===== src/inc/alu_status_pkg.sv =====
package alu_status_pkg;
  localparam int unsigned DATA_W   = 16;
  localparam int unsigned PSW_W    = 8;
  // Status word field positions
  localparam int unsigned PSW_PRIO_HI = 7;
  localparam int unsigned PSW_PRIO_LO = 5;
  localparam int unsigned PSW_TRACE   = 4;
  localparam int unsigned PSW_N       = 3;
  localparam int unsigned PSW_Z       = 2;
  localparam int unsigned PSW_V       = 1;
  localparam int unsigned PSW_C       = 0;
  localparam logic [7:0]  PSW_RESET   = 8'h00;
  localparam logic [15:0] DREG_RESET  = 16'h0000;
  // Data-path output mux selects
  localparam logic [1:0] DMUX_READ_BUS = 2'h0;
  localparam logic [1:0] DMUX_SYS_BUS  = 2'h1;
  localparam logic [1:0] DMUX_SHIFT_R  = 2'h2;
  localparam logic [1:0] DMUX_SHIFT_R3 = 2'h3;
  // Result destination selects
  localparam logic [1:0] DEST_NONE = 2'h0;
  localparam logic [1:0] DEST_DATA = 2'h1;
  localparam logic [1:0] DEST_ADDR = 2'h2;
  localparam logic [1:0] DEST_BOTH = 2'h3;
  // Status-load select codes
  localparam logic [2:0] SLS_HOLD      = 3'h0;
  localparam logic [2:0] SLS_LOAD_MUX  = 3'h1;
  localparam logic [2:0] SLS_CC_ALU    = 3'h2;
  localparam logic [2:0] SLS_CC_NZ     = 3'h3;
  localparam logic [2:0] SLS_CC_DECODE = 3'h4;
  // Data-alteration codes
  localparam logic [1:0] DAD_NONE   = 2'h0;
  localparam logic [1:0] DAD_IR_OP  = 2'h1;

  typedef enum logic [1:0] {
    ALU_SRC_MICROWORD = 2'b00,
    ALU_SRC_IR        = 2'b01
  } alu_src_e;

  typedef struct packed {
    logic [3:0] microword_function_field;
    logic       microword_mode_field;
    logic       carry_in_request;
    logic [1:0] discrete_data_alteration_code;
  } alu_ctrl_s;

  typedef struct packed {
    logic n;
    logic z;
    logic v;
    logic c;
  } cond_codes_s;
endpackage


===== src/core/alu_function_unit.sv =====
`timescale 1ns/10ps
`default_nettype none
module alu_function_unit (
  // Control
  input  wire logic        i_alu_logic_mode_line,
  input  wire logic [3:0]  i_function_select,
  input  wire logic        i_adder_carry_input,
  // Operands
  input  wire logic [15:0] i_operand_a_input,
  input  wire logic [15:0] i_operand_b_input,
  // Result
  output logic [15:0]      o_result,
  output logic             o_carry_out,
  output logic             o_overflow
);
  logic [15:0] a;
  logic [15:0] b;
  logic [15:0] p;
  logic [15:0] q;
  logic [16:0] sum;
  assign a = i_operand_a_input;
  assign b = i_operand_b_input;
  // Arithmetic = P plus Q plus carry; P/Q from the select pattern
  always_comb begin
    unique case (i_function_select)
      4'h0: begin p = a; q = 16'h0000; end               // RULE_05
      4'h1: begin p = a | b; q = 16'h0000; end
      4'h2: begin p = a | ~b; q = 16'h0000; end
      4'h3: begin p = 16'hFFFF; q = 16'h0000; end
      4'h4: begin p = a; q = a & ~b; end
      4'h5: begin p = a | b; q = a & ~b; end
      4'h6: begin p = a; q = ~b; end                     // RULE_07
      4'h7: begin p = a & ~b; q = 16'hFFFF; end
      4'h8: begin p = a; q = a & b; end
      4'h9: begin p = a; q = b; end                      // RULE_06
      4'hA: begin p = a | ~b; q = a & b; end
      4'hB: begin p = a & b; q = 16'hFFFF; end
      4'hC: begin p = a; q = a; end                      // RULE_09
      4'hD: begin p = a | b; q = a; end
      4'hE: begin p = a | ~b; q = a; end
      default: begin p = a; q = 16'hFFFF; end            // RULE_08
    endcase
  end
  assign sum = {1'b0, p} + {1'b0, q} + {16'h0000, i_adder_carry_input};
  always_comb begin
    o_carry_out = 1'b0;
    o_overflow  = 1'b0;
    if (i_alu_logic_mode_line) begin                     // RULE_03
      unique case (i_function_select)
        4'h0: o_result = ~a;                             // RULE_05
        4'h1: o_result = ~(a | b);
        4'h2: o_result = ~a & b;
        4'h3: o_result = 16'h0000;
        4'h4: o_result = ~(a & b);
        4'h5: o_result = ~b;
        4'h6: o_result = a ^ b;
        4'h7: o_result = a & ~b;
        4'h8: o_result = ~a | b;
        4'h9: o_result = ~(a ^ b);
        4'hA: o_result = b;
        4'hB: o_result = a & b;
        4'hC: o_result = 16'hFFFF;
        4'hD: o_result = a | ~b;
        4'hE: o_result = a | b;
        default: o_result = a;                           // RULE_08
      endcase
    end else begin
      o_result    = sum[15:0];                           // RULE_01
      o_carry_out = sum[16];
      o_overflow  = (p[15] == q[15]) && (sum[15] != p[15]);
    end
  end
endmodule
`default_nettype wire


===== src/core/alu_status_datapath.sv =====
// Overview of operation
// (RULE_01) The unit takes two 16-bit operands and gives sixteen logic and sixteen arithmetic functions.
// (RULE_02) Six controls govern it: mode, four function selects and a carry-in from carry logic.
// (RULE_03) Selects, mode and carry-in give 32 operations, and logic mode ignores carry-in.
// (RULE_04) The result is captured in the data register or the bus-address register for later use.
// (RULE_05) Select 0000 gives not A in logic mode, and A or A plus one in arithmetic mode.
// (RULE_06) Select 1001 in arithmetic mode gives A plus B, plus one with carry-in.
// (RULE_07) Select 0110 in arithmetic mode gives A minus B minus one, or A minus B with carry-in.
// (RULE_08) Select 1111 passes A in logic mode, and gives A minus one or A in arithmetic mode.
// (RULE_09) Select 1100 in arithmetic mode shifts A left one place, carry-in adding one.
// (RULE_10) Microword fields drive the unit, except in shared flows where alteration code and IR decide.
// (RULE_11) The status word is 8 bits: priority in 7..5, trace bit, and N, Z, V, C codes.
// (RULE_12) The status word loads whole from the output mux, and condition logic loads the four codes.
// (RULE_13) The status word goes to the system bus on an absolute address, else to the read bus.
// (RULE_14) The status-load select code with decode picks the condition source and the direct load.
// (RULE_15) The read bus is wired-OR, and each attached unit sits between output mux and read bus.
// (RULE_16) A two-bit select steers the output mux to read bus, system bus or data register shifted right.
// (RULE_17) Status and condition updates land on the clock edge that ends the machine state.
`timescale 1ns/10ps
`default_nettype none
module alu_status_datapath (
  // Clock and reset
  input  wire logic        i_clk_sys,
  input  wire logic        i_arst_n,
  // Microword control
  input  wire alu_status_pkg::alu_ctrl_s i_alu_ctrl,
  input  wire logic [1:0]  i_dest_select,
  input  wire logic [1:0]  i_dmux_select,
  input  wire logic [2:0]  i_status_load_select_code,
  // Instruction decode
  input  wire logic [3:0]  i_ir_function_select,
  input  wire logic        i_ir_mode,
  input  wire logic        i_ir_carry_in,
  input  wire alu_status_pkg::cond_codes_s i_decode_cond_codes,
  // Operands and buses
  input  wire logic [15:0] i_operand_a_input,
  input  wire logic [15:0] i_operand_b_input,
  input  wire logic [15:0] i_read_bus,
  input  wire logic [15:0] i_sys_bus_data,
  input  wire logic        i_status_absolute_addr,
  input  wire logic        i_status_read_enable,
  // Results
  output logic [15:0]      o_data_reg,
  output logic [15:0]      o_bus_addr_reg,
  output logic [15:0]      o_dmux,
  output logic [7:0]       o_processor_status_word,
  output logic [15:0]      o_status_to_read_bus,
  output logic [15:0]      o_status_to_sys_bus,
  output logic             o_status_sys_bus_enable
);
  logic                     alu_logic_mode_line;
  logic [3:0]               function_select;
  logic                     adder_carry_input;
  logic [15:0]              alu_result;
  logic                     alu_carry;
  logic                     alu_overflow;
  logic                     data_carry;
  logic [15:0]              next_dmux;
  alu_status_pkg::alu_src_e alu_src;
  alu_status_pkg::cond_codes_s next_cc;
  logic                     cc_load;
  logic                     load_data;
  logic                     load_addr;
  logic                     alu_negative;
  logic                     alu_zero;
  logic [15:0]              status_word_ext;

  // Operation source: microword, or alteration code with IR
  always_comb begin
    if (i_alu_ctrl.discrete_data_alteration_code == alu_status_pkg::DAD_IR_OP) begin
      alu_src = alu_status_pkg::ALU_SRC_IR;                 // RULE_10
    end else begin
      alu_src = alu_status_pkg::ALU_SRC_MICROWORD;
    end
  end

  // Controls handed to the function unit
  always_comb begin
    case (alu_src)
      alu_status_pkg::ALU_SRC_IR: begin
        function_select     = i_ir_function_select;         // RULE_10
        alu_logic_mode_line = i_ir_mode;
        adder_carry_input   = i_ir_carry_in;
      end
      default: begin
        function_select     = i_alu_ctrl.microword_function_field; // RULE_02
        alu_logic_mode_line = i_alu_ctrl.microword_mode_field;
        adder_carry_input   = i_alu_ctrl.carry_in_request;
      end
    endcase
  end

  alu_function_unit u_alu (
    .i_alu_logic_mode_line (alu_logic_mode_line),
    .i_function_select     (function_select),
    .i_adder_carry_input   (adder_carry_input),
    .i_operand_a_input     (i_operand_a_input),
    .i_operand_b_input     (i_operand_b_input),
    .o_result            (alu_result),
    .o_carry_out         (alu_carry),
    .o_overflow          (alu_overflow)
  );

  // Destination decode shared by both result registers
  assign load_data = (i_dest_select == alu_status_pkg::DEST_DATA) ||
                     (i_dest_select == alu_status_pkg::DEST_BOTH);
  assign load_addr = (i_dest_select == alu_status_pkg::DEST_ADDR) ||
                     (i_dest_select == alu_status_pkg::DEST_BOTH);

  // Result capture
  always_ff @(posedge i_clk_sys or negedge i_arst_n) begin
    if (!i_arst_n) begin
      o_data_reg <= alu_status_pkg::DREG_RESET;
    end else if (load_data) begin
      o_data_reg <= alu_result;                             // RULE_04
    end
  end

  // Carry travels with the data register so the right shift can use it
  always_ff @(posedge i_clk_sys or negedge i_arst_n) begin
    if (!i_arst_n) begin
      data_carry <= 1'b0;
    end else if (load_data) begin
      data_carry <= alu_carry;                              // RULE_16
    end
  end

  always_ff @(posedge i_clk_sys or negedge i_arst_n) begin
    if (!i_arst_n) begin
      o_bus_addr_reg <= alu_status_pkg::DREG_RESET;
    end else if (load_addr) begin
      o_bus_addr_reg <= alu_result;                         // RULE_04
    end
  end

  // Output mux
  always_comb begin
    case (i_dmux_select)
      alu_status_pkg::DMUX_READ_BUS: next_dmux = i_read_bus;      // RULE_16
      alu_status_pkg::DMUX_SYS_BUS:  next_dmux = i_sys_bus_data;
      default: next_dmux = {data_carry, o_data_reg[15:1]};        // RULE_16
    endcase
  end

  // Registered copy drives the outgoing bus
  always_ff @(posedge i_clk_sys or negedge i_arst_n) begin
    if (!i_arst_n) begin
      o_dmux <= alu_status_pkg::DREG_RESET;
    end else begin
      o_dmux <= next_dmux;
    end
  end

  // Flags of the present ALU result
  assign alu_negative = alu_result[15];
  assign alu_zero     = (alu_result == 16'h0000);

  // Condition source chosen by status-load select code
  always_comb begin
    cc_load = 1'b1;
    next_cc = i_decode_cond_codes;
    case (i_status_load_select_code)
      alu_status_pkg::SLS_CC_ALU: begin                     // RULE_14
        next_cc.n = alu_negative;
        next_cc.z = alu_zero;
        next_cc.v = alu_overflow;
        next_cc.c = alu_carry;
      end
      alu_status_pkg::SLS_CC_NZ: begin
        next_cc.n = alu_negative;
        next_cc.z = alu_zero;
        next_cc.v = 1'b0;
        next_cc.c = o_processor_status_word[alu_status_pkg::PSW_C];
      end
      alu_status_pkg::SLS_CC_DECODE: next_cc = i_decode_cond_codes;
      default: cc_load = 1'b0;
    endcase
  end

  // Status word: whole load from mux or condition-code load
  // A whole load wins over a condition-code load in the same state
  always_ff @(posedge i_clk_sys or negedge i_arst_n) begin
    if (!i_arst_n) begin
      o_processor_status_word <= alu_status_pkg::PSW_RESET;
    end else if (i_status_load_select_code == alu_status_pkg::SLS_LOAD_MUX) begin
      o_processor_status_word <= next_dmux[7:0];            // RULE_12 RULE_17
    end else if (cc_load) begin
      o_processor_status_word[alu_status_pkg::PSW_N:alu_status_pkg::PSW_C] <= next_cc; // RULE_11
    end
  end

  // Status word as a bus word: high byte is always zero
  assign status_word_ext = {8'h00, o_processor_status_word};

  // Status outputs: zero when not selected, so the read bus can be ORed
  always_ff @(posedge i_clk_sys or negedge i_arst_n) begin
    if (!i_arst_n) begin
      o_status_sys_bus_enable <= 1'b0;
    end else begin
      o_status_sys_bus_enable <= i_status_absolute_addr;    // RULE_13
    end
  end

  always_ff @(posedge i_clk_sys or negedge i_arst_n) begin
    if (!i_arst_n) begin
      o_status_to_sys_bus <= 16'h0000;
    end else if (i_status_absolute_addr) begin
      o_status_to_sys_bus <= status_word_ext;               // RULE_13
    end else begin
      o_status_to_sys_bus <= 16'h0000;
    end
  end

  // Absolute addressing takes the word off the read bus
  always_ff @(posedge i_clk_sys or negedge i_arst_n) begin
    if (!i_arst_n) begin
      o_status_to_read_bus <= 16'h0000;
    end else if (i_status_read_enable && !i_status_absolute_addr) begin
      o_status_to_read_bus <= status_word_ext;              // RULE_15
    end else begin
      o_status_to_read_bus <= 16'h0000;
    end
  end
endmodule
`default_nettype wire


===== config.mk =====
export PLATFORM = sky130hd
export DESIGN_NAME = alu_status_datapath
export DESIGN_NICKNAME = d
export VERILOG_FILES = /design/src/inc/alu_status_pkg.sv /design/src/core/alu_function_unit.sv /design/src/core/alu_status_datapath.sv
export SDC_FILE = /design/constraint.sdc
export NUM_CORES = 1
export LEC_CHECK = 0
export BUFFER_PORTS_ARGS = -buffer_cell sky130_fd_sc_hd__clkbuf_2
export CORE_MARGIN = 3
export CORE_UTILIZATION = 45
export CTS_BUF_LIST = sky130_fd_sc_hd__clkbuf_8
export DETAILED_ROUTE_END_ITERATION = 10
export GPL_ROUTABILITY_DRIVEN = 0
export PLACE_DENSITY = 0.7
export SLEW_MARGIN = 20
export SYNTH_ARGS = -nofsm -noshare
export SYNTH_HDL_FRONTEND = slang
export SYNTH_SLANG_ARGS = --single-unit
export TNS_END_PERCENT = 50

===== constraint.sdc =====
create_clock -name i_clk_sys -period 1.5 [get_ports i_clk_sys]
set_input_delay 0.15 -clock i_clk_sys [delete_from_list [all_inputs] [get_ports i_clk_sys]]
set_output_delay 0.15 -clock i_clk_sys [all_outputs]
set_load 0.05 [all_outputs]

==> results by group <==
Outcome
  – Status: finished, violations left
  – Failing checks: negative setup slack

Synthesis
  – Cell count after synthesis: around 950
  – Yosys cell types: 86
  – Post-synth ARST share: 100%
  – Post-synthesis xor/xnor area fraction: roughly 1.2%
  – Synth Area in Simple Gates: ~16%
  – Avg Cell Area, Syn: 8.25 um2
  – Largest family of logic cells by synthesized area: compound AO/OA/AOI/OAI gates
  – Synthesized area: between 7000 and 8000 um2
  – Adder-Cell Fraction of Synth Area: 13.1%
  – Main synth FF type: dfrtp_1
  – FF+latch count, synth: between 70 and 80
  – Synth area leaders: dfrtp_1, ha_1, o22ai_1
  – Register area share after synthesis: a little under a quarter
  – Synth top area share: approximately a quarter
  – Mux contribution to synthesized area: under 10%
  – Syn. warnings: 0
  – Cell taking the most area after synthesis: dfrtp_1
  – Number of synthesized flops with an enable pin: 0
  – Complex-gate fraction of the synthesized area: between 30% and 40%

Floorplan
  – Row count: 47
  – Ports: 182
  – Die Span Y: between 100 and 150 um
  – Die area: around 19000 um2
  – Core outline area: 16800 um2
  – Starting Density: ~47%
  – Die span in x: between 100 and 150 um

Global routing
  – First-pass GRT wire length: 50.8 mm
  – Largest net degree at the start of global routing: 29
  – Vias in the first global route: 9645
  – Total GRT Usage: 34.1%
  – Grt total ovfl: 0
  – Antenna violations before repair: 0

Timing
  – Min Clock Period, post-route: between 3 and 4 ns
  – Worst rel slew slack: about 56%
  – Final critical-path share of the clock period: 256%
  – Final WS setup: -2.35 ns
  – RSZ-0062 raised after global routing: yes
  – Max-slew violations: 0
  – Fin. Hold Viols: 0
  – Final Skew: 0.00823 ns
  – # setup viols final: 37
  – Least-Margin Pin Slew: approximately 0.66 ns
  – F_max: between 0.2 and 0.3 GHz

Run
  – Max Cap Viol: 0

Hold path
  – Worst hold start: i_status_absolute_addr
  – Hold Crit Class: primary input to flip-flop

CTS
  – CTS H-tree lvls: 3
  – CTS clk-pin slew, worst paths: ~0.070 ns
  – CTS Buffer Depth: 2
  – Clock insertion delay at the later pin of the skew report: 0.36 ns
  – CTS buffer count: 9
  – Root buffer cell: clkbuf_8
  – CTS sink count: 74
  – CTS tree: built

Final layout
  – Share of layout cells above drive strength 1: 46.4%
  – FF/Latch Area: around 1900 um2
  – Final #Nets: around 1.6k
  – Commonest non-fill, non-tap cells in the layout: buf_4, clkbuf_2, nand2_1, dfrtp_1, ha_1
  – Diodes inserted: 0
  – Post-route cell area: approximately 12000 um2
  – Commonest non-fill, non-tap cell in the layout: buf_4
  – Area of the multi-input gates: around 6100 um2
  – Area grow syn2layout: 54.8%
  – Fillers: approximately 1.2k

Placed design
  – DP HPWL: about 24 mm
  – Setup WS pre-CTS: -2.69 ns
  – Port bufs: 165
  – Placed Area: between 10000 and 15000 um2

Power
  – VDD IR max: approximately 1.3 mV
  – Leakage Power: just under 6 nW
  – Power Density: 1020 nW/um2

Detailed routing
  – Antenna viol nets, final: 0
  – Total wire length: 34.1 mm
  – 1st-iter DRT viols: ~1.6k
  – Wire length per cell: around 21 um
  – Drt via density: roughly 6.3
  – Vias: just over 10k
  – DRC: 0
  – DRT Pass-1 Iters: 7

Worst setup path
  – Arrival @ worst endpoint: between 4 and 5 ns
  – CP Max Fanout: 8
  – Worst setup EP type: flip-flop
  – Worst path required time: ~1.8 ns
  – CP Class: primary input to flip-flop
  – Worst setup SP type: primary input
  – R2r startpoint: o_data_reg[3]
  – Critical Path Start: i_alu_ctrl[1]
[cells by family (layout without fill, tap and decap cells)]
| logic type | Yosys count | count (layout) |
|---|---|---|
| mux | 59 | 59 |
| simple gates | 262 | 263 |
| compound gates | 338 | 338 |
| fa+ha+maj | 81 | 81 |
| flops | 74 | 74 |
| xor+xnor | 11 | 11 |
| other cells | 1 | 16 |
| buf+inv | 122 | 563 |
[power breakdown]
| group | internal [mW] | switching [mW] | leakage (nW) | total (mW) |
|---|---|---|---|---|
| registers | 2.48 | 0.330 | 0.899 | 2.81 |
| clock network | 0.719 | 0.719 | 0.105 | 1.44 |
| logic | 3.15 | 4.99 | 4.96 | 8.14 |
[worst max-delay path, stage by stage]
cell and delay (ns):
clkbuf_16 0.14, nand2b_4 0.18, mux2_4 0.37, buf_6 0.16, buf_4 0.14, nand2_4 0.08
buf_4 0.17, nand2_1 0.12, o21ai_0 0.14, nand3_1 0.13, ha_1 0.32, nand3_1 0.11
o22ai_2 0.12, or3_1 0.33, o211a_1 0.24, o2111a_1 0.28, or3_4 0.36, a31oi_4 0.19
buf_6 0.15, nand4_1 0.11, o21ai_1 0.13
[per-layer routing]
metal | up-vias | part of all wire, % | global-route usage [%] | wire length, um
met5 | - | 0 | 0 | 0
met3 | 226 | 12 | 7.34 | 4130
met2 | 823 | 45 | 52.7 | 15200
met4 | 0 | 6.0 | 16.2 | 2050
li1 | 4457 | - | - | -
met1 | 4660 | 37 | 45.2 | 12700
[synth_stat cells (27+ instances only)]
cell type	instances
nand3_1	27
inv_1	42
nor2_1	73
clkbuf_1	36
o21ai_0	64
dfrtp_1	74
nand2_1	81
o22ai_1	54
a21oi_1	56
mux2i_1	29
ha_1	79
[final timing paths]
kind,slack (ns),cells after the start,endpoint
setup / recovery,-2.35,21,o_processor_status_word[2]
hold / removal,0.04,1,o_status_sys_bus_enable
setup reg to reg,0.13,7,o_processor_status_word[2]
hold reg to reg,0.52,1,o_bus_addr_reg[10]
max in group asynchronous,0.72,3,o_status_to_sys_bus[2]
min in group asynchronous,0.26,2,o_bus_addr_reg[10]
[per-stage QoR]
stage               utilization (%)  TNS, ns  power, mW  hold slack [ns]  cells
finish                         72.0   -67.83       12.4           0.0358   1625
global route                   72.0   -71.16       12.9           0.0400   1625
CTS                            70.9   -62.35       12.0           0.0164   1620
detailed placement             66.2   -82.08       10.0           0.0905   1583
global placement               66.2   -79.42       9.92           0.0851   1583
floorplan                         -   -70.74       7.33           -0.146    963
[area by class of cell]
cell class,count,share of cell area (%)
Tap cell,220,2.27
Clock buffer,12,1.36
Inverter,42,1.30
Sequential cell,74,15.3
Timing Repair Buffer,505,29.4
Clock inverter,4,0.145
Multi-Input combinational cell,768,50.2
[what timing repair did]
| item | 4_1_cts | 5_1_grt |
|---|---|---|
| pin swaps | 48 | 15 |
| gates cloned | 3 | 0 |
| hold buffers | 1 | 0 |
| gates resized for setup | 92 | 27 |
| hold endpoints to repair | 25 | 0 |
| setup endpoints to repair | 37 | 37 |
| setup buffers | 19 | 5 |
Note: power is estimated with default switching activity, not from simulation.
